[config.mk]
export PLATFORM = sky130hd
export DESIGN_NAME = midi_uart_host_port
export DESIGN_NICKNAME = d
export VERILOG_FILES = /design/src/midi_uart_pkg.sv /design/src/byte_fifo.sv /design/src/midi_uart_host_port.sv
export VERILOG_INCLUDE_DIRS = /design/src /design/src/src
export SDC_FILE = /design/constraint.sdc
export NUM_CORES = 1
export LEC_CHECK = 0
export ABC_CLOCK_PERIOD_IN_PS = 4100
export BUFFER_PORTS_ARGS = -buffer_cell sky130_fd_sc_hd__buf_2
export CORE_UTILIZATION = 50
export CTS_CLUSTER_DIAMETER = 120
export DETAILED_ROUTE_END_ITERATION = 8
export PLACE_DENSITY = 0.62
export SLEW_MARGIN = 20
export SYNTH_ARGS = -nofsm -noshare
export SYNTH_HDL_FRONTEND = slang
export SYNTH_SLANG_ARGS = --single-unit
[constraint.sdc]
create_clock -name clk -period 4.1 [get_ports clk]
set_input_delay 0.41 -clock clk [delete_from_list [all_inputs] [get_ports clk]]
set_output_delay 0.41 -clock clk [all_outputs]
set_load 0.01 [all_outputs]
[src/midi_uart_defs.svh]
`ifndef MIDI_UART_DEFS_SVH
`define MIDI_UART_DEFS_SVH

`define ADDR_W          16
`define DEC_W           10
`define DATA_OFS        1'b0
`define CMD_OFS         1'b1
`define ECHO_W          6
`define TXF_BIT         6
`define RXE_BIT         7
`define FIFO_DEPTH      16
`define FIFO_AW         4
`define CLK_HZ          40000000
`define BAUD_HZ         31250
`define BIT_CYC         (`CLK_HZ / `BAUD_HZ)
`define BIT_CNT_W       11
`define HALF_CYC        (`BIT_CYC / 2)
`define CMD_ENTER       8'h3f
`define CMD_EXIT        8'hff
`define ACK_BYTE        8'hfe
`define REPLY_ZERO      8'h00
`define CMD_AC          8'hac
`define REPLY_AC        8'h15
`define CMD_AD          8'had
`define REPLY_AD        8'h01
`define CMD_AF          8'haf
`define REPLY_AF        8'h64
`define CMD_AB          8'hab
`define CMD_A0_HI       5'h14
`define LAST_BIT        4'h9
`define STOP_BIT        4'h8

`endif

[src/midi_uart_pkg.sv]
package midi_uart_pkg;
    typedef enum logic [1:0] {
        TX_IDLE = 2'b00,
        TX_SHIFT = 2'b01
    } tx_state_t;
    typedef enum logic [1:0] {
        RX_IDLE = 2'b00,
        RX_START = 2'b01,
        RX_DATA = 2'b10
    } rx_state_t;
    typedef logic [7:0] byte_t;
endpackage : midi_uart_pkg
[src/byte_fifo.sv]
`timescale 1ns/10ps
`default_nettype none
module byte_fifo #(
    parameter int WIDTH = 8,
    parameter int DEPTH = 16,
    parameter int AW    = 4
) (
    // Clock and reset.
    input  wire logic             clk,
    input  wire logic             sys_rst,
    // Fill side.
    input  wire logic             in_valid,
    output logic                  in_ready,
    input  wire logic [WIDTH-1:0] in_data,
    // Overwrite the newest entry when full and not popped in the same cycle.
    input  wire logic             in_ovr,
    // Drain side.
    output logic                  out_valid,
    input  wire logic             out_ready,
    output logic      [WIDTH-1:0] out_data
);
    logic [WIDTH-1:0] mem [DEPTH];
    logic [AW-1:0]    wr_ff;
    logic [AW-1:0]    rd_ff;
    logic [AW:0]      cnt_ff;
    logic             push;
    logic             pop;
    logic             ovr;

    assign in_ready  = (cnt_ff != (AW+1)'(DEPTH));
    assign out_valid = (cnt_ff != '0);
    assign out_data  = mem[rd_ff];
    assign push      = in_valid && in_ready;
    assign pop       = out_valid && out_ready;
    assign ovr       = in_valid && !in_ready && in_ovr && !pop;

    always_ff @(posedge clk) begin
        if (push) begin
            mem[wr_ff] <= in_data;
        end else if (ovr) begin
            mem[wr_ff - AW'(1)] <= in_data;
        end
    end

    always_ff @(posedge clk or posedge sys_rst) begin
        if (sys_rst) begin
            wr_ff  <= '0;
            rd_ff  <= '0;
            cnt_ff <= '0;
        end else begin
            if (push) begin
                wr_ff <= wr_ff + AW'(1);
            end
            if (pop) begin
                rd_ff <= rd_ff + AW'(1);
            end
            cnt_ff <= cnt_ff + (AW+1)'(push) - (AW+1)'(pop);
        end
    end
endmodule : byte_fifo
`default_nettype wire

[src/midi_uart_host_port.sv]
// Functional notes
// RULE1 - Ten-bit decode, upper address bits zero
// RULE2 - Offset zero data, offset one command/status
// RULE3 - Host places base on eight-location boundary
// RULE4 - Sixteen-entry transmit and receive FIFOs
// RULE5 - Status bits 5:0 echo last command
// RULE6 - Status bit six: transmit FIFO full
// RULE7 - Status bit seven: receive FIFO empty
// RULE8 - Receive push raises interrupt; data read clears
// RULE9 - Receive FIFO fed by serial and replies
// RULE10 - Serial rate 31.25 kbaud from clock
// RULE11 - One start, eight data, one stop
// RULE12 - Reset enters command-only mode
// RULE13 - Command-only: data writes dropped, reads peek
// RULE14 - 3Fh enters pass-through, acknowledges FEh
// RULE15 - Ax commands push FEh then reply; A8h-AAh and AEh push FEh only
// RULE16 - Other commands still acknowledged FEh
// RULE17 - Pass-through writes queue, transmitter drains
// RULE18 - Pass-through reads pop receive FIFO
// RULE19 - Full receive FIFO overwrites newest entry; the code drops a byte that arrives in the same cycle as a pop
// RULE20 - FFh returns to command-only mode
// RULE21 - Other pass-through commands ignored silently
// RULE22 - Write to full transmit FIFO dropped
// RULE23 - Interrupt held while receive data remains
`timescale 1ns/10ps
`default_nettype none
`include "midi_uart_defs.svh"
module midi_uart_host_port
    import midi_uart_pkg::*;
(
    // Clock and reset.
    input  wire logic                  clk,
    input  wire logic                  sys_rst,
    // Host I/O bus.
    input  wire logic [`ADDR_W-1:0]    io_addr,
    input  wire logic [`DEC_W-1:0]     midi_port_base,
    input  wire logic                  io_rd,
    input  wire logic                  io_wr,
    input  wire midi_uart_pkg::byte_t  io_wdata,
    output midi_uart_pkg::byte_t       io_rdata,
    output logic                       io_sel,
    output logic                       host_irq,
    // Serial link.
    input  wire logic                  serial_midi_in,
    output logic                       serial_midi_out
);
    byte_t           rdata_ff;
    logic            pass_ff;
    logic [5:0]      command_echo_bits_ff;
    byte_t           reply_ff;
    logic            reply_pend_ff;
    byte_t           last_rx_ff;
    logic            rd_d_ff;
    logic            wr_d_ff;
    logic            hit;
    logic            hit_data;
    logic            hit_cmd;
    logic            rd_edge;
    logic            wr_edge;
    logic            tx_full_flag;
    logic            rx_empty_flag;
    logic            tx_ready;
    logic            tx_valid;
    byte_t           tx_data;
    logic            tx_pop;
    logic            rx_in_valid;
    byte_t           rx_in_data;
    logic            rx_valid;
    byte_t           rx_head;
    logic            rx_pop;
    logic            ser_valid;
    byte_t           ser_byte;
    logic            cmd_ack;
    logic            cmd_two;
    byte_t           cmd_reply;
    logic [8:0]      cmd_info;

    // Decode and access edges (strobes come from the same clock domain).
    assign hit      = (io_addr[`ADDR_W-1:`DEC_W] == '0)
                   && (io_addr[`DEC_W-1:1] == midi_port_base[`DEC_W-1:1]); // RULE1
    assign hit_data = hit && (io_addr[0] == `DATA_OFS); // RULE2
    assign hit_cmd  = hit && (io_addr[0] == `CMD_OFS);  // RULE2
    assign io_sel   = hit;
    assign rd_edge  = io_rd && !rd_d_ff;
    assign wr_edge  = io_wr && !wr_d_ff;

    always_ff @(posedge clk or posedge sys_rst) begin
        if (sys_rst) begin
            rd_d_ff <= 1'b0;
            wr_d_ff <= 1'b0;
        end else begin
            rd_d_ff <= io_rd;
            wr_d_ff <= io_wr;
        end
    end

    // Command reply table.
    function automatic logic [8:0] reply_of(input byte_t c);
        if (c[7:3] == `CMD_A0_HI || c == `CMD_AB) begin
            reply_of = {1'b1, `REPLY_ZERO};
        end else if (c == `CMD_AC) begin
            reply_of = {1'b1, `REPLY_AC};
        end else if (c == `CMD_AD) begin
            reply_of = {1'b1, `REPLY_AD};
        end else if (c == `CMD_AF) begin
            reply_of = {1'b1, `REPLY_AF};
        end else begin
            reply_of = {1'b0, `REPLY_ZERO};
        end
    endfunction : reply_of

    assign cmd_ack   = hit_cmd && wr_edge && !pass_ff;   // RULE14 RULE16
    assign cmd_info  = reply_of(io_wdata);
    assign cmd_two   = cmd_info[8];                       // RULE15
    assign cmd_reply = cmd_info[7:0];

    always_ff @(posedge clk or posedge sys_rst) begin
        if (sys_rst) begin
            pass_ff <= 1'b0; // RULE12
        end else if (hit_cmd && wr_edge) begin
            if (!pass_ff && io_wdata == `CMD_ENTER) begin
                pass_ff <= 1'b1; // RULE14
            end else if (pass_ff && io_wdata == `CMD_EXIT) begin
                pass_ff <= 1'b0; // RULE20 RULE21
            end
        end
    end

    always_ff @(posedge clk or posedge sys_rst) begin
        if (sys_rst) begin
            command_echo_bits_ff <= '0;
        end else if (hit_cmd && wr_edge) begin
            command_echo_bits_ff <= io_wdata[`ECHO_W-1:0]; // RULE5
        end
    end

    // Second reply byte follows the acknowledge one cycle later.
    always_ff @(posedge clk or posedge sys_rst) begin
        if (sys_rst) begin
            reply_pend_ff <= 1'b0;
            reply_ff      <= '0;
        end else if (cmd_ack && cmd_two) begin
            reply_pend_ff <= 1'b1; // RULE15
            reply_ff      <= cmd_reply;
        end else begin
            reply_pend_ff <= 1'b0;
        end
    end

    // Receive source mux; replies win, a serial byte that collides is held until no acknowledge or reply is pending.
    logic  ser_hold_ff;
    byte_t ser_hold_byte_ff;
    logic  ser_take;
    assign ser_take = ser_valid || ser_hold_ff;

    always_comb begin
        rx_in_valid = 1'b1;
        rx_in_data  = `ACK_BYTE;
        if (cmd_ack) begin
            rx_in_data = `ACK_BYTE; // RULE9
        end else if (reply_pend_ff) begin
            rx_in_data = reply_ff;
        end else if (ser_hold_ff) begin
            rx_in_data = ser_hold_byte_ff;
        end else if (ser_valid) begin
            rx_in_data = ser_byte; // RULE9
        end else begin
            rx_in_valid = 1'b0;
        end
    end

    always_ff @(posedge clk or posedge sys_rst) begin
        if (sys_rst) begin
            ser_hold_ff      <= 1'b0;
            ser_hold_byte_ff <= '0;
        end else if ((cmd_ack || reply_pend_ff) && ser_valid) begin
            ser_hold_ff      <= 1'b1;
            ser_hold_byte_ff <= ser_byte;
        end else if (!cmd_ack && !reply_pend_ff) begin
            ser_hold_ff <= ser_take && ser_valid && ser_hold_ff;
            ser_hold_byte_ff <= ser_byte;
        end
    end

    always_ff @(posedge clk or posedge sys_rst) begin
        if (sys_rst) begin
            last_rx_ff <= '0;
        end else if (rx_in_valid) begin
            last_rx_ff <= rx_in_data;
        end
    end

    assign rx_pop = hit_data && rd_edge && pass_ff; // RULE18

    byte_fifo #(.WIDTH(8), .DEPTH(`FIFO_DEPTH), .AW(`FIFO_AW)) u_rx_fifo ( // RULE4
        .clk       (clk),
        .sys_rst   (sys_rst),
        .in_valid  (rx_in_valid),
        .in_ready  (),
        .in_data   (rx_in_data),
        .in_ovr    (1'b1),      // RULE19
        .out_valid (rx_valid),
        .out_ready (rx_pop),
        .out_data  (rx_head)
    );

    assign rx_empty_flag = !rx_valid; // RULE7
    assign host_irq      = rx_valid;  // RULE8 RULE23

    byte_fifo #(.WIDTH(8), .DEPTH(`FIFO_DEPTH), .AW(`FIFO_AW)) u_tx_fifo ( // RULE4
        .clk       (clk),
        .sys_rst   (sys_rst),
        .in_valid  (hit_data && wr_edge && pass_ff), // RULE13 RULE17
        .in_ready  (tx_ready),
        .in_data   (io_wdata),
        .in_ovr    (1'b0),      // RULE22
        .out_valid (tx_valid),
        .out_ready (tx_pop),
        .out_data  (tx_data)
    );

    assign tx_full_flag = !tx_ready; // RULE6

    // Read data register.
    always_ff @(posedge clk or posedge sys_rst) begin
        if (sys_rst) begin
            rdata_ff <= '0;
        end else if (hit_cmd && io_rd) begin
            rdata_ff <= {rx_empty_flag, tx_full_flag, command_echo_bits_ff}; // RULE5 RULE6 RULE7
        end else if (hit_data && rd_edge) begin
            rdata_ff <= pass_ff ? rx_head : last_rx_ff; // RULE13 RULE18
        end
    end
    assign io_rdata = rdata_ff;

    // Transmitter.
    tx_state_t               tx_st_ff;
    logic [`BIT_CNT_W-1:0]   tx_cnt_ff;
    logic [3:0]              tx_bit_ff;
    logic [9:0]              tx_sh_ff;
    assign tx_pop = (tx_st_ff == TX_IDLE) && tx_valid; // RULE17

    always_ff @(posedge clk or posedge sys_rst) begin
        if (sys_rst) begin
            tx_st_ff  <= TX_IDLE;
            tx_cnt_ff <= '0;
            tx_bit_ff <= '0;
            tx_sh_ff  <= '1;
        end else begin
            unique case (tx_st_ff)
                TX_IDLE: begin
                    if (tx_valid) begin
                        tx_sh_ff  <= {1'b1, tx_data, 1'b0}; // RULE11
                        tx_cnt_ff <= '0;
                        tx_bit_ff <= '0;
                        tx_st_ff  <= TX_SHIFT;
                    end
                end
                TX_SHIFT: begin
                    if (tx_cnt_ff == `BIT_CNT_W'(`BIT_CYC - 1)) begin // RULE10
                        tx_cnt_ff <= '0;
                        tx_sh_ff  <= {1'b1, tx_sh_ff[9:1]};
                        if (tx_bit_ff == `LAST_BIT) begin
                            tx_st_ff <= TX_IDLE;
                        end else begin
                            tx_bit_ff <= tx_bit_ff + 4'h1;
                        end
                    end else begin
                        tx_cnt_ff <= tx_cnt_ff + `BIT_CNT_W'(1);
                    end
                end
                default: tx_st_ff <= TX_IDLE;
            endcase
        end
    end
    assign serial_midi_out = tx_sh_ff[0];

    // Receiver with two-stage input synchroniser.
    logic                  sync1_ff;
    logic                  sync2_ff;
    rx_state_t             rx_st_ff;
    logic [`BIT_CNT_W-1:0] rx_cnt_ff;
    logic [3:0]            rx_bit_ff;
    byte_t                 rx_sh_ff;
    logic                  ser_valid_ff;

    always_ff @(posedge clk or posedge sys_rst) begin
        if (sys_rst) begin
            sync1_ff <= 1'b1;
            sync2_ff <= 1'b1;
        end else begin
            sync1_ff <= serial_midi_in;
            sync2_ff <= sync1_ff;
        end
    end

    always_ff @(posedge clk or posedge sys_rst) begin
        if (sys_rst) begin
            rx_st_ff     <= RX_IDLE;
            rx_cnt_ff    <= '0;
            rx_bit_ff    <= '0;
            rx_sh_ff     <= '0;
            ser_valid_ff <= 1'b0;
        end else begin
            ser_valid_ff <= 1'b0;
            unique case (rx_st_ff)
                RX_IDLE: begin
                    rx_cnt_ff <= '0;
                    if (!sync2_ff) begin
                        rx_st_ff <= RX_START;
                    end
                end
                RX_START: begin
                    if (rx_cnt_ff == `BIT_CNT_W'(`HALF_CYC - 1)) begin
                        rx_cnt_ff <= '0;
                        rx_bit_ff <= '0;
                        rx_st_ff  <= sync2_ff ? RX_IDLE : RX_DATA;
                    end else begin
                        rx_cnt_ff <= rx_cnt_ff + `BIT_CNT_W'(1);
                    end
                end
                RX_DATA: begin
                    if (rx_cnt_ff == `BIT_CNT_W'(`BIT_CYC - 1)) begin // RULE10
                        rx_cnt_ff <= '0;
                        rx_bit_ff <= rx_bit_ff + 4'h1;
                        if (rx_bit_ff == `STOP_BIT) begin
                            ser_valid_ff <= sync2_ff; // RULE11
                            rx_st_ff     <= RX_IDLE;
                        end else begin
                            rx_sh_ff <= {sync2_ff, rx_sh_ff[7:1]};
                        end
                    end else begin
                        rx_cnt_ff <= rx_cnt_ff + `BIT_CNT_W'(1);
                    end
                end
                default: rx_st_ff <= RX_IDLE;
            endcase
        end
    end
    assign ser_valid = ser_valid_ff;
    assign ser_byte  = rx_sh_ff;

    ack_follow_a: assert property (@(posedge clk) disable iff (sys_rst)
        (cmd_ack && cmd_two) |=> (reply_pend_ff && rx_in_valid)) // RULE15
        else $error("Reply byte did not follow acknowledge.");
    mode_enter_a: assert property (@(posedge clk) disable iff (sys_rst)
        (cmd_ack && io_wdata == `CMD_ENTER) |=> pass_ff) // RULE14
        else $error("Pass-through not entered.");
    mode_exit_a: assert property (@(posedge clk) disable iff (sys_rst)
        (pass_ff && hit_cmd && wr_edge && io_wdata == `CMD_EXIT) |=> !pass_ff) // RULE20
        else $error("Command-only not restored.");
    no_ack_a: assert property (@(posedge clk) disable iff (sys_rst)
        (pass_ff && hit_cmd && wr_edge && !reply_pend_ff && !ser_take) |-> !rx_in_valid) // RULE21
        else $error("Acknowledge in pass-through mode.");
    irq_level_a: assert property (@(posedge clk) disable iff (sys_rst)
        rx_in_valid |=> host_irq) // RULE8
        else $error("Interrupt missing after receive push.");
    status_echo_a: assert property (@(posedge clk) disable iff (sys_rst)
        (hit_cmd && wr_edge) |=> (command_echo_bits_ff == `ECHO_W'($past(io_wdata)))) // RULE5
        else $error("Status echo wrong.");
    drop_write_a: assert property (@(posedge clk) disable iff (sys_rst)
        (!pass_ff && hit_data && wr_edge && !tx_valid) |=> !tx_valid) // RULE13
        else $error("Command-only data write queued.");
    tx_start_a: assert property (@(posedge clk) disable iff (sys_rst)
        tx_pop |=> (tx_st_ff == TX_SHIFT) ##1 !serial_midi_out) // RULE17
        else $error("Transmitter did not start.");
endmodule : midi_uart_host_port
`default_nettype wire

Word-level counts from Yosys, hierarchy flattened
Memories as Yosys holds them, arrays and structs flattened.
Index checks and enable logic that the tools add are counted.

storage, ports and cells
  register bits = 124
  memory bits (writable) = 256
  input bits = 39
  output and inout port bits = 11
  word-level logic and storage cells = 189
  memories = 2

memories
  memory         depth  width  rd ports  clocked after memory_dff  wr ports  line             RTL
  u_rx_fifo.mem  16     8      1         0                         1         byte_fifo.sv:22  logic [WIDTH-1:0] mem [DEPTH];
  u_tx_fifo.mem  16     8      1         0                         1         byte_fifo.sv:22

cells by class
  $add $sub $neg = 13
  equal/unequal tests = 26
  muxes and demuxes = 61
  bitwise logic cells = 2
  reductions and logical operators = 58

operator list
  cell                     number
  $mux W8                  10
  $mux W11                 4
  $eq A8 B8 Y1 const B     5
  $mux W9                  4
  $pmux W11 S3             1
  $logic_and A1 B1 Y1      26
  $add A4 B1 Y4 const B    6
  $mux W4                  6
  $add A11 B1 Y11 const B  2
  $eq A11 B11 Y1 const B   2
  $pmux W11 S2             1
  $mux W1                  20
  $mux W10                 2
  $pmux W10 S2             1
  $mux W2                  8
  $ne A2 B2 Y1 const B     8
  $pmux W4 S2              2
  $reduce_and A3 Y1        4
  $eq A11 B10 Y1 const B   1
  $add A5 B1 Y5            2
  $ne A5 B5 Y1 const B     2
  $reduce_bool A2 Y1       5
  $reduce_bool A5 Y1       2
  $sub A5 B1 Y5            2
  other kinds (18)         34

Logic depth before layout (Yosys ltp)
Gate-level depths: netlist (run 1).

  depth in word-level cells = 13
  depth in mapped cells = 14
  mapped depth without buffers = 12

Cells and area by module
A second synthesis (run 1) with hierarchy kept.

second synthesis, totals
  cells, all modules = 1,151
  area, all modules = 16,691.0 um^2

modules (own cells, without submodules)
  module                  instances  cells each  area each (um^2)  sequential area each (um^2)
  byte_fifo at u_tx_fifo  1          317         5,840.6           4,169.0
  byte_fifo at u_rx_fifo  1          315         5,823.1           4,169.0
  midi_uart_host_port     1          519         5,027.3           2,316.0

Worst setup path before layout (run 1)
Ideal clock, no wire load.

  path type = input port to flip-flop
  start = input io_addr[0]
  end = register u_rx_fifo.cnt_ff[4]
  library setup time = 0.123 ns
  data arrival time = 2.827 ns
  required time = 3.977 ns
  setup slack = 1.150 ns
  stages on the path = 14
  buffers on the path = 2
  cells stage by stage = buf_2 > nor4bb_1 > nand3_1 > or4_1 > clkbuf_1 > nor2_2 > ha_1 > inv_1 > ha_1 > fa_1 > a21oi_1 > nor2_1 > nor2_1 > xnor2_1

on the way
  elaborated cells on any way between the ends = 12
  classes of those cells = add/sub: 2; mux: 1; bitwise: 1; reduce/logical: 8

RTL lines
  what                              line                        RTL
  from (decl)                       midi_uart_host_port.sv:35   input wire logic [`ADDR_W-1:0] io_addr,
  $not A1 Y1 (no line)              -
  $logic_and A1 B1 Y1               midi_uart_host_port.sv:81   assign hit_data = hit && (io_addr[0] == `DATA_OFS);
  $logic_and A1 B1 Y1 (2 in a row)  midi_uart_host_port.sv:193  assign rx_pop = hit_data && rd_edge && pass_ff;
  $logic_and A1 B1 Y1               byte_fifo.sv:34             assign pop = out_valid && out_ready;
  named net u_rx_fifo.pop           byte_fifo.sv:27             logic pop;
  $sub A5 B1 Y5                     byte_fifo.sv:57             cnt_ff <= cnt_ff + (AW+1)'(push) - (AW+1)'(pop);
  to (signal assigned)              byte_fifo.sv:57
  to (decl)                         byte_fifo.sv:25             logic [AW:0] cnt_ff;

The timed path passes the listed nets, and every way through them passes these cells.
A chain may end at the register's enable or synchronous reset.

Final worst setup path (run 1)
  start = register pass_ff
  end = register u_rx_fifo.cnt_ff[4]

on the way
  elaborated cells on any way between the ends = 8
  classes of those cells = add/sub: 2; mux: 1; reduce/logical: 5

RTL lines
  what                     line                        RTL
  from (decl)              midi_uart_host_port.sv:48   logic pass_ff;
  from (signal assigned)   midi_uart_host_port.sv:119  pass_ff <= 1'b0;
  from (signal assigned)   midi_uart_host_port.sv:122  pass_ff <= 1'b1;
  from (signal assigned)   midi_uart_host_port.sv:124  pass_ff <= 1'b0;
  $logic_and A1 B1 Y1      midi_uart_host_port.sv:193
  $logic_and A1 B1 Y1      byte_fifo.sv:34
  named net u_rx_fifo.pop  byte_fifo.sv:27
  $sub A5 B1 Y5            byte_fifo.sv:57

The timed path passes the listed nets, and every way through them passes these cells.

==> summary.txt, run 1 <==
Global route
  – Global-route wire length before repair: between 50000 and 60000 um
  – Initial antenna violation count: 0
  – GRT Util Overall: between 20% and 30%
  – GRT overflow: 0
  – Pin count of the biggest net entering global routing: 65
  – Vias in the first global route: 9222

Final layout
  – Fin cells: ~1600
  – Layout net count: 1221
  – Ant. Diodes: 0
  – Register area: 0.01066 mm^2
  – Util after Layout: just under 60%
  – Area of the multi-input gates: roughly 0.0051 mm^2
  – Area Growth Syn to Fin: 13.63%
  – Share of layout cells above drive strength 1: a little under a quarter
  – Final Cell Area: approximately 0.018 mm^2
  – Layout fillers: 2457

Run status
  – Status: completed

Power
  – Pleak: 6.931 nW
  – Internal power: about 0.0060 W
  – Clock share of power: 45.1%
  – VDD IR max: approximately 0.31 mV
  – Net Switching: 0.001550 W
  – Pwr Density: 413.2 mW/mm^2
  – Switch share: 20.51%
  – Flop pwr share: 53.4%
  – Logic pwr share: 1.5%

Clocking
  – Clk buf depth: 3
  – Clk root buf: clkbuf_16
  – Num CTS Buffers: 40
  – Clock Sink Count: 374
  – CTS H-Tree Depth: 2
  – Post-CTS Setup Bufs: 0
  – CTS resizes: 0
  – CTS tree: built
  – Clock-pin slew on the worst setup and hold paths: ~0.060 ns
  – Clock latency on the worst-skew pair: 0.53 ns

Logic synthesis
  – Syn Std Cell Area: ~0.016 mm^2
  – Syn_area_per_cell: around 15 um^2
  – Ys async rst share: 31.55%
  – Top post-synthesis cells by area: edfxtp_1, dfrtp_1, mux4_2, ha_1, nor2_1
  – Sequential-to-total area share from yosys stat: 66.17%
  – Syn Inst Count: 1065
  – Distinct cells, synth: between 60 and 70
  – Area share of the largest cell type after synthesis: between 40% and 50%
  – Synth warn: 0
  – Post-synth EDFFs: around 260
  – Leading area contributor after synthesis: edfxtp_1
  – Number of synthesized register bits: about 370
  – Ys flop type: edfxtp_1
  – Syn_nets: between 1000 and 1500

STA
  – Worst setup margin: 0.8535 ns
  – Slew HR: between 20% and 30%
  – RSZ-0062 raised after global routing: false
  – Final Max Tran Viols: 0
  – Count of final hold-check violations: 0
  – Final Setup Violations: 0
  – Max Clk Rate: 0.3080 GHz
  – Post-layout minimum cycle time: 3.247 ns
  – Setup Skew: 0.02363 ns
  – Setup TNS: 0 ns
  – Part of the cycle the worst path needs: 79.18%
  – Slew at the pin closest to its max-slew limit: between 1 and 1.5 ns

Drt
  – Antenna viol nets, final: 0
  – Via count: 9061
  – DRC: 0
  – First drt pass iteration count: 5
  – 1st-iter DRT viols: 697
  – WL final: 32480 um
  – Via density: about 5.7
  – WL per Instance: 20.50 um

Floorplanning
  – Row count: 65
  – Die X: 181.5 um
  – Starting Density: 50.90%
  – Die Span Y: 181.5 um
  – Die footprint: about 0.033 mm^2
  – Core area: 0.03164 mm^2
  – I/O Pins: 50

Critical path
  – Terminus of the critical flop-to-flop path: u_rx_fifo.cnt_ff[4]
  – CP Capture Type: flop
  – Startpoint types: flop
  – Data required, critical path: 4.56 ns
  – Reg2reg start: pass_ff
  – CP Class: reg2reg
  – CP max FO: 9
  – Worst EP arrival: 3.70 ns
  – Reg2reg setup slack: 0.85 ns
  – Worst Reg-to-Reg Cells: 12

Placed design
  – Port Buffer Count: between 40 and 50
  – Detailed Place HPWL: 20850 um
  – Placement Cell Area: 0.01703 mm^2
  – Setup WS pre-CTS: 0.6150 ns
  – Routability cong.: ~0.8
  – Placed Cells: around 1500

Hold path
  – Hold Path Class: in2async

Run
  – MaxCap Viol Count: 0
-- power groups by stage --
stage               combinational (W)  sequential (W)  clock, W
floorplan                   0.0000537         0.00411         0
global placement             0.000114         0.00411         0
detailed placement           0.000117         0.00411         0
CTS                          0.000118         0.00404   0.00348
global route                 0.000130         0.00403   0.00363
finish                       0.000115         0.00404   0.00341
-- layer usage --
metal	vias up	global-route usage [%]	share of wire [%]
met5	-	0	0
met4	0	5.661	2.1
met3	50	2.848	3.7
met2	157	33.26	48
met1	4628	29.36	46
li1	4226	-	-
-- Yosys cell counts, drive strengths merged (6+ instances only) --
| cell | n |
|---|---|
| nor3b | 7 |
| nor3 | 13 |
| nand2b | 11 |
| nand4 | 9 |
| mux2 | 20 |
| inv | 41 |
| o21ai | 52 |
| a21oi | 57 |
| xnor2 | 26 |
| a22oi | 23 |
| ha | 30 |
| dfrtp | 107 |
| clkbuf | 31 |
| buf | 18 |
| nand2 | 61 |
| nand3 | 18 |
| mux4 | 73 |
| a31oi | 7 |
| nor2b | 12 |
| xor2 | 11 |
| dfstp | 11 |
| a22o | 6 |
| edfxtp | 256 |
| nor2 | 79 |
| nor4 | 11 |
| a21o | 7 |
-- flip-flops by register name, summed over array words and instances (netlist names), 8 cells and up --
name	flops
io_rdata	8
last_rx_ff	8
rx_cnt_ff	11
rx_sh_ff	8
ser_hold_byte_ff	8
tx_cnt_ff	11
tx_sh_ff	9
u_rx_fifo.mem	128
u_tx_fifo.mem	128
-- critical path: stages (launching register included) --
cell	delay [ns]
dfrtp_1	0.49
nor4bb_1	0.30
nand3_1	0.17
or4_1	0.58
nor2_2	0.34
ha_1	0.19
inv_1	0.04
ha_1	0.19
fa_1	0.41
a21oi_1	0.16
nor2_1	0.05
nor2_1	0.12
xnor2_1	0.12
-- placed cells by master (no fill, tap or decap), types with 4 or more instances in the layout --
cell,n
a21o_1,7
nor3_1,12
nand3_1,18
a22o_1,6
and3_1,4
xnor2_1,26
edfxtp_1,256
o211ai_1,5
nor3b_1,6
clkbuf_1,7
o21a_1,5
nor2b_1,11
a22oi_1,23
clkinv_2,7
mux2_2,20
buf_4,40
ha_1,30
nor2_1,78
mux4_2,73
xor2_1,11
and4_1,4
nand2_1,60
clkbuf_16,41
nand4_1,9
dfrtp_1,105
a21oi_1,56
buf_2,48
dfstp_2,11
nor4_1,7
a31oi_1,7
and2_1,5
clkinv_1,7
a41oi_1,5
o21ai_0,51
inv_1,40
nand2b_1,11
-- how the worst max path moves through the flow --
stage | start | end | cells after the start | slack [ns]
final | pass_ff | u_rx_fifo.cnt_ff[4] | 12 | 0.85
after global routing | pass_ff | u_rx_fifo.cnt_ff[4] | 12 | 0.60
after CTS | pass_ff | u_rx_fifo.cnt_ff[4] | 12 | 0.88
after detailed placement | midi_port_base[4] | u_rx_fifo.cnt_ff[4] | 13 | 0.61
after global placement | midi_port_base[7] | u_rx_fifo.cnt_ff[4] | 13 | 0.67
after floorplan | sys_rst | command_echo_bits_ff[0] | 1 | 0.58
-- metrics by stage --
step	hold slack, ns	power, W
6_report	0.004275	0.007561
5_1_grt	0.03385	0.007793
4_1_cts	0.01827	0.007630
3_5_place_dp	0.3530	0.004228
3_3_place_gp	0.3467	0.004225
2_1_floorplan	0.3452	0.004164
-- cell families after synthesis --
family | synth area share (%)
compound gates | 6.939
xor+xnor | 2.013
fa+ha+maj | 2.642
buf+inv | 2.215
flops | 66.17
mux | 11.80
simple gates | 8.229
-- final cells by class --
| class | count | area share, % |
|---|---|---|
| flip-flops and latches | 374 | 58.24 |
| multi-input cells | 601 | 28.02 |
| clock buffers | 50 | 5.902 |
| repair buffers | 92 | 3.337 |
| well taps | 402 | 2.749 |
| clock inverters | 24 | 0.8958 |
| inverters | 41 | 0.8548 |
-- repair_timing --
item	4_1_cts	5_1_grt
endpoints found under the setup margin	0	0
endpoints found under the hold margin	1	0
hold buffers	1	0
Note: power is estimated with default switching activity, not from simulation.
==> run 2, diff against run 1 <==
- ABC_AREA: default -> 1
- ABC_CLOCK_PERIOD_IN_PS: 4100 -> 3300
- clock period: 4.1 -> 3.3 ns (I/O delays scaled with it)
==> summary.txt, run 2 <==
Placed design
  – Setup WS pre-CTS: 0.3569 ns (-0.2581 ns)
  – Port Buffer Count: 48 (unchanged)
  – Routability cong.: 0.8043 (+1.6%)
  – Detailed Place HPWL: 21890 um (+5.0%)

Final layout
  – Ant. Diodes: 0 (unchanged)
  – Area Growth Syn to Fin: 14.21%
  – Area of the multi-input gates: 0.004942 mm^2 (-3.6%)
  – Layout fillers: 2625 (+6.8%)
  – Most common cell after layout, fill and taps aside: edfxtp_1
  – Layout net count: 1609 (+32%)
  – Register area: 0.01066 mm^2 (unchanged)
  – Share of layout cells above drive strength 1: 14.14% (-9.4 points)
  – Biggest regs: u_rx_fifo.mem x128, u_tx_fifo.mem x128
  – Most frequent cells in the layout: edfxtp_1, nor2_1, o21ai_0, nand2_1, inv_1

Logic synthesis
  – Syn Inst Count: 1449 (+36%)
  – Distinct cells, synth: 49 (-23%)
  – Synth Area in Compound Gates: 12.25% (+5.3 points)
  – Syn_area_per_cell: 11.23 um^2 (-26%)
  – Synth warn: 0 (unchanged)
  – Syn Std Cell Area: 0.01628 mm^2 (+1.1%)
  – Synth Area in Adders: 2.552% (-0.090 points)
  – Multiplexer share of the synthesized area: 0.1384% (-12 points)
  – Post-synth EDFFs: 256 (unchanged)
  – Leading area contributor after synthesis: edfxtp_1
  – Post-Synth XOR/XNOR Area: 1.991% (-0.022 points)
  – Synth cell count leaders: edfxtp_1, nor2_1, o21ai_0
  – Sequential-to-total area share from yosys stat: 65.45% (-0.72 points)
  – Syn_nets: 1520 (+34%)
  – Number of synthesized register bits: 374 (unchanged)
  – Largest family of logic cells by synthesized area: simple AND/OR/NAND/NOR gates
  – Ys flop type: edfxtp_1
  – Ys async rst share: 31.55% (unchanged)
  – Most common cell in the synthesized netlist: edfxtp_1
  – Post-synthesis simple-gate area fraction: 13.43% (+5.2 points)
  – Area share of the largest cell type after synthesis: 47.23% (-0.52 points)
  – Top post-synthesis cells by area: edfxtp_1, dfrtp_1, nor2_1, o21ai_0, nand2_1

Drt
  – Antenna viol nets, final: 0 (unchanged)
  – WL per Instance: 17.39 um (-15%)
  – First drt pass iteration count: 5 (unchanged)
  – WL final: 34870 um (+7.4%)
  – WL met2: 16270 um (+4.6%)
  – Via density: 5.368 (-6.2%)
  – Metal3 WL: 1771 um (+49%)
  – 1st-iter DRT viols: 956 (+37%)
  – Metal-1 WL: 16010 um (+6.3%)
  – DRC: 0 (unchanged)
  – Top Metal Used: met4
  – Via count: 10763 (+19%)

STA
  – Final Setup Violations: 0 (unchanged)
  – Final Max Tran Viols: 0 (unchanged)
  – Slew HR: 46.33% (+21 points)
  – Setup TNS: 0 ns (unchanged)
  – Max Clk Rate: 0.3535 GHz (+15%)
  – Post-layout minimum cycle time: 2.829 ns (-0.4179 ns)
  – Slew at the pin closest to its max-slew limit: 0.8028 ns (-0.3103 ns)
  – Part of the cycle the worst path needs: 85.72% (+6.5 points)
  – Count of final hold-check violations: 0 (unchanged)
  – Setup Skew: 0.03230 ns (+0.008677 ns)
  – RSZ-0062 raised after global routing: false
  – Worst setup margin: 0.4714 ns (-0.3821 ns)

Critical path
  – Startpoint types: flop
  – Worst Reg-to-Reg Cells: 15 (+3)
  – Worst EP arrival: 3.26 ns (-0.44 ns)
  – Crit. path cell count: 15 (+3)
  – Critical path buffer and inverter count: 3 (+2)
  – CP Capture Type: flop
  – Family with the most delay on the worst path: adder cells
  – CP max FO: 7 (-2)
  – Data required, critical path: 3.73 ns (-0.83 ns)
  – Slowest cell on the critical path: fa_1
  – Worst-path cell chain: inv_1, ha_1, nand2_1, nor2_1, nand3_1, nand2_1, inv_1, ha_1, inv_1, ha_1, fa_1, a21oi_1, nor2_1, nor2_1, xor2_1
  – Worst path max stage delay: 0.43 ns (-0.15 ns)
  – CP Class: reg2reg

Clocking
  – Clock-pin slew on the worst setup and hold paths: 0.06 ns (about the same)
  – CTS H-Tree Depth: 2 (unchanged)
  – Num CTS Buffers: 41 (+2.5%)
  – Clock Sink Count: 374 (unchanged)
  – CTS tree: built
  – Clk root buf: clkbuf_16
  – Post-CTS Setup Bufs: 0 (unchanged)
  – Clk buf depth: 3 (unchanged)
  – Clock latency on the worst-skew pair: 0.53 ns (about the same)

Floorplanning
  – Die Span Y: 182.4 um (+0.54%)
  – Die footprint: 0.03328 mm^2 (+1.1%)
  – I/O Pins: 50 (unchanged)
  – Core area: 0.03180 mm^2 (+0.51%)
  – Row count: 65 (unchanged)
  – Die X: 182.4 um (+0.54%)
  – Starting Density: 51.19% (+0.29 points)

Power
  – Pwr Density: 511.2 mW/mm^2 (+24%)
  – VDD IR max: 0.4150 mV (+32%)
  – Pleak: 7.522 nW (+8.5%)

Global route
  – Initial antenna violation count: 0 (unchanged)
  – Vias in the first global route: 10484 (+14%)
  – GRT overflow: 0 (unchanged)
  – Global-route wire length before repair: 55990 um (+8.1%)
  – GRT Util Overall: 21.63% (+1.1 points)
  – Pin count of the biggest net entering global routing: 69 (+6.2%)

Run status
  – Status: completed

Run
  – MaxCap Viol Count: 0 (unchanged)

Hold path
  – Hold Path Class: in2reg
  – Hold Path Stages: 3
## run 2: tightest hold or removal path, cell delays in order
cell,delay [ns]
buf_2,0.22
nand2_1,0.11
nand2_1,0.04
## run 2: cell type report
| class | instances | area share, % |
|---|---|---|
| inverters | 117 | 2.382 |
| well taps | 435 | 2.928 |
| clock buffers | 46 | 5.848 |
| clock inverters | 29 | 1.131 |
| multi-input cells | 900 | 26.58 |
| flip-flops and latches | 374 | 57.32 |
| repair buffers | 104 | 3.809 |
## run 2: power breakdown
| group | internal (W) | leakage [nW] | switching [W] |
|---|---|---|---|
| Clock | 0.00253 | 0.637 | 0.00180 |
| Combinational | 0.0000451 | 2.84 | 0.000102 |
| Sequential | 0.00501 | 4.04 | 0.0000101 |
| Total | 0.00759 | 7.52 | 0.00191 |
## run 2: path summary, 6_finish.rpt
kind | end | start | slack [ns]
max | u_tx_fifo.cnt_ff[4] | u_tx_fifo.cnt_ff[2] | 0.47
min | command_echo_bits_ff[5] | io_wdata[5] | 0.22
max reg2reg | u_tx_fifo.cnt_ff[4] | u_tx_fifo.cnt_ff[2] | 0.47
min reg2reg | sync2_ff | sync1_ff | 0.35
max in group asynchronous | tx_sh_ff[7] | sys_rst | 1.96
min in group asynchronous | rx_cnt_ff[2] | sys_rst | 0.51
## run 2: stage by stage
stage	util, %	hold WS, ns	area (um^2)	power (W)	std cells
floorplan	-	0.3345	16280	0.005182	1449
global placement	54.26	0.3473	17250	0.005256	1926
detailed placement	54.26	0.3468	17250	0.005262	1926
CTS	58.47	0.2048	18590	0.009604	2005
global route	58.47	0.2345	18590	0.009807	2005
finish	58.47	0.2180	18590	0.009504	2005
## run 2: cell families after synthesis
family / count (synthesis)
adder cells (fa/ha/maj): 32
buffers and inverters: 175
multiplexers: 2
AND/OR/NAND/NOR: 495
AO/OA/AOI/OAI: 334
XOR/XNOR: 37
flip-flops: 374
## run 2: repair_timing
item / 4_1_cts / 5_1_grt
hold buffers: 4 / 0
resized for setup: 0 / 0
endpoints found under the hold margin: 32 / 0
## run 2: layer usage
| metal | track usage (%) | up-vias |
|---|---|---|
| met5 | 0 | - |
| li1 | - | 5296 |
| met1 | 30.32 | 5153 |
| met4 | 6.555 | 0 |
| met3 | 3.333 | 54 |
| met2 | 34.97 | 260 |
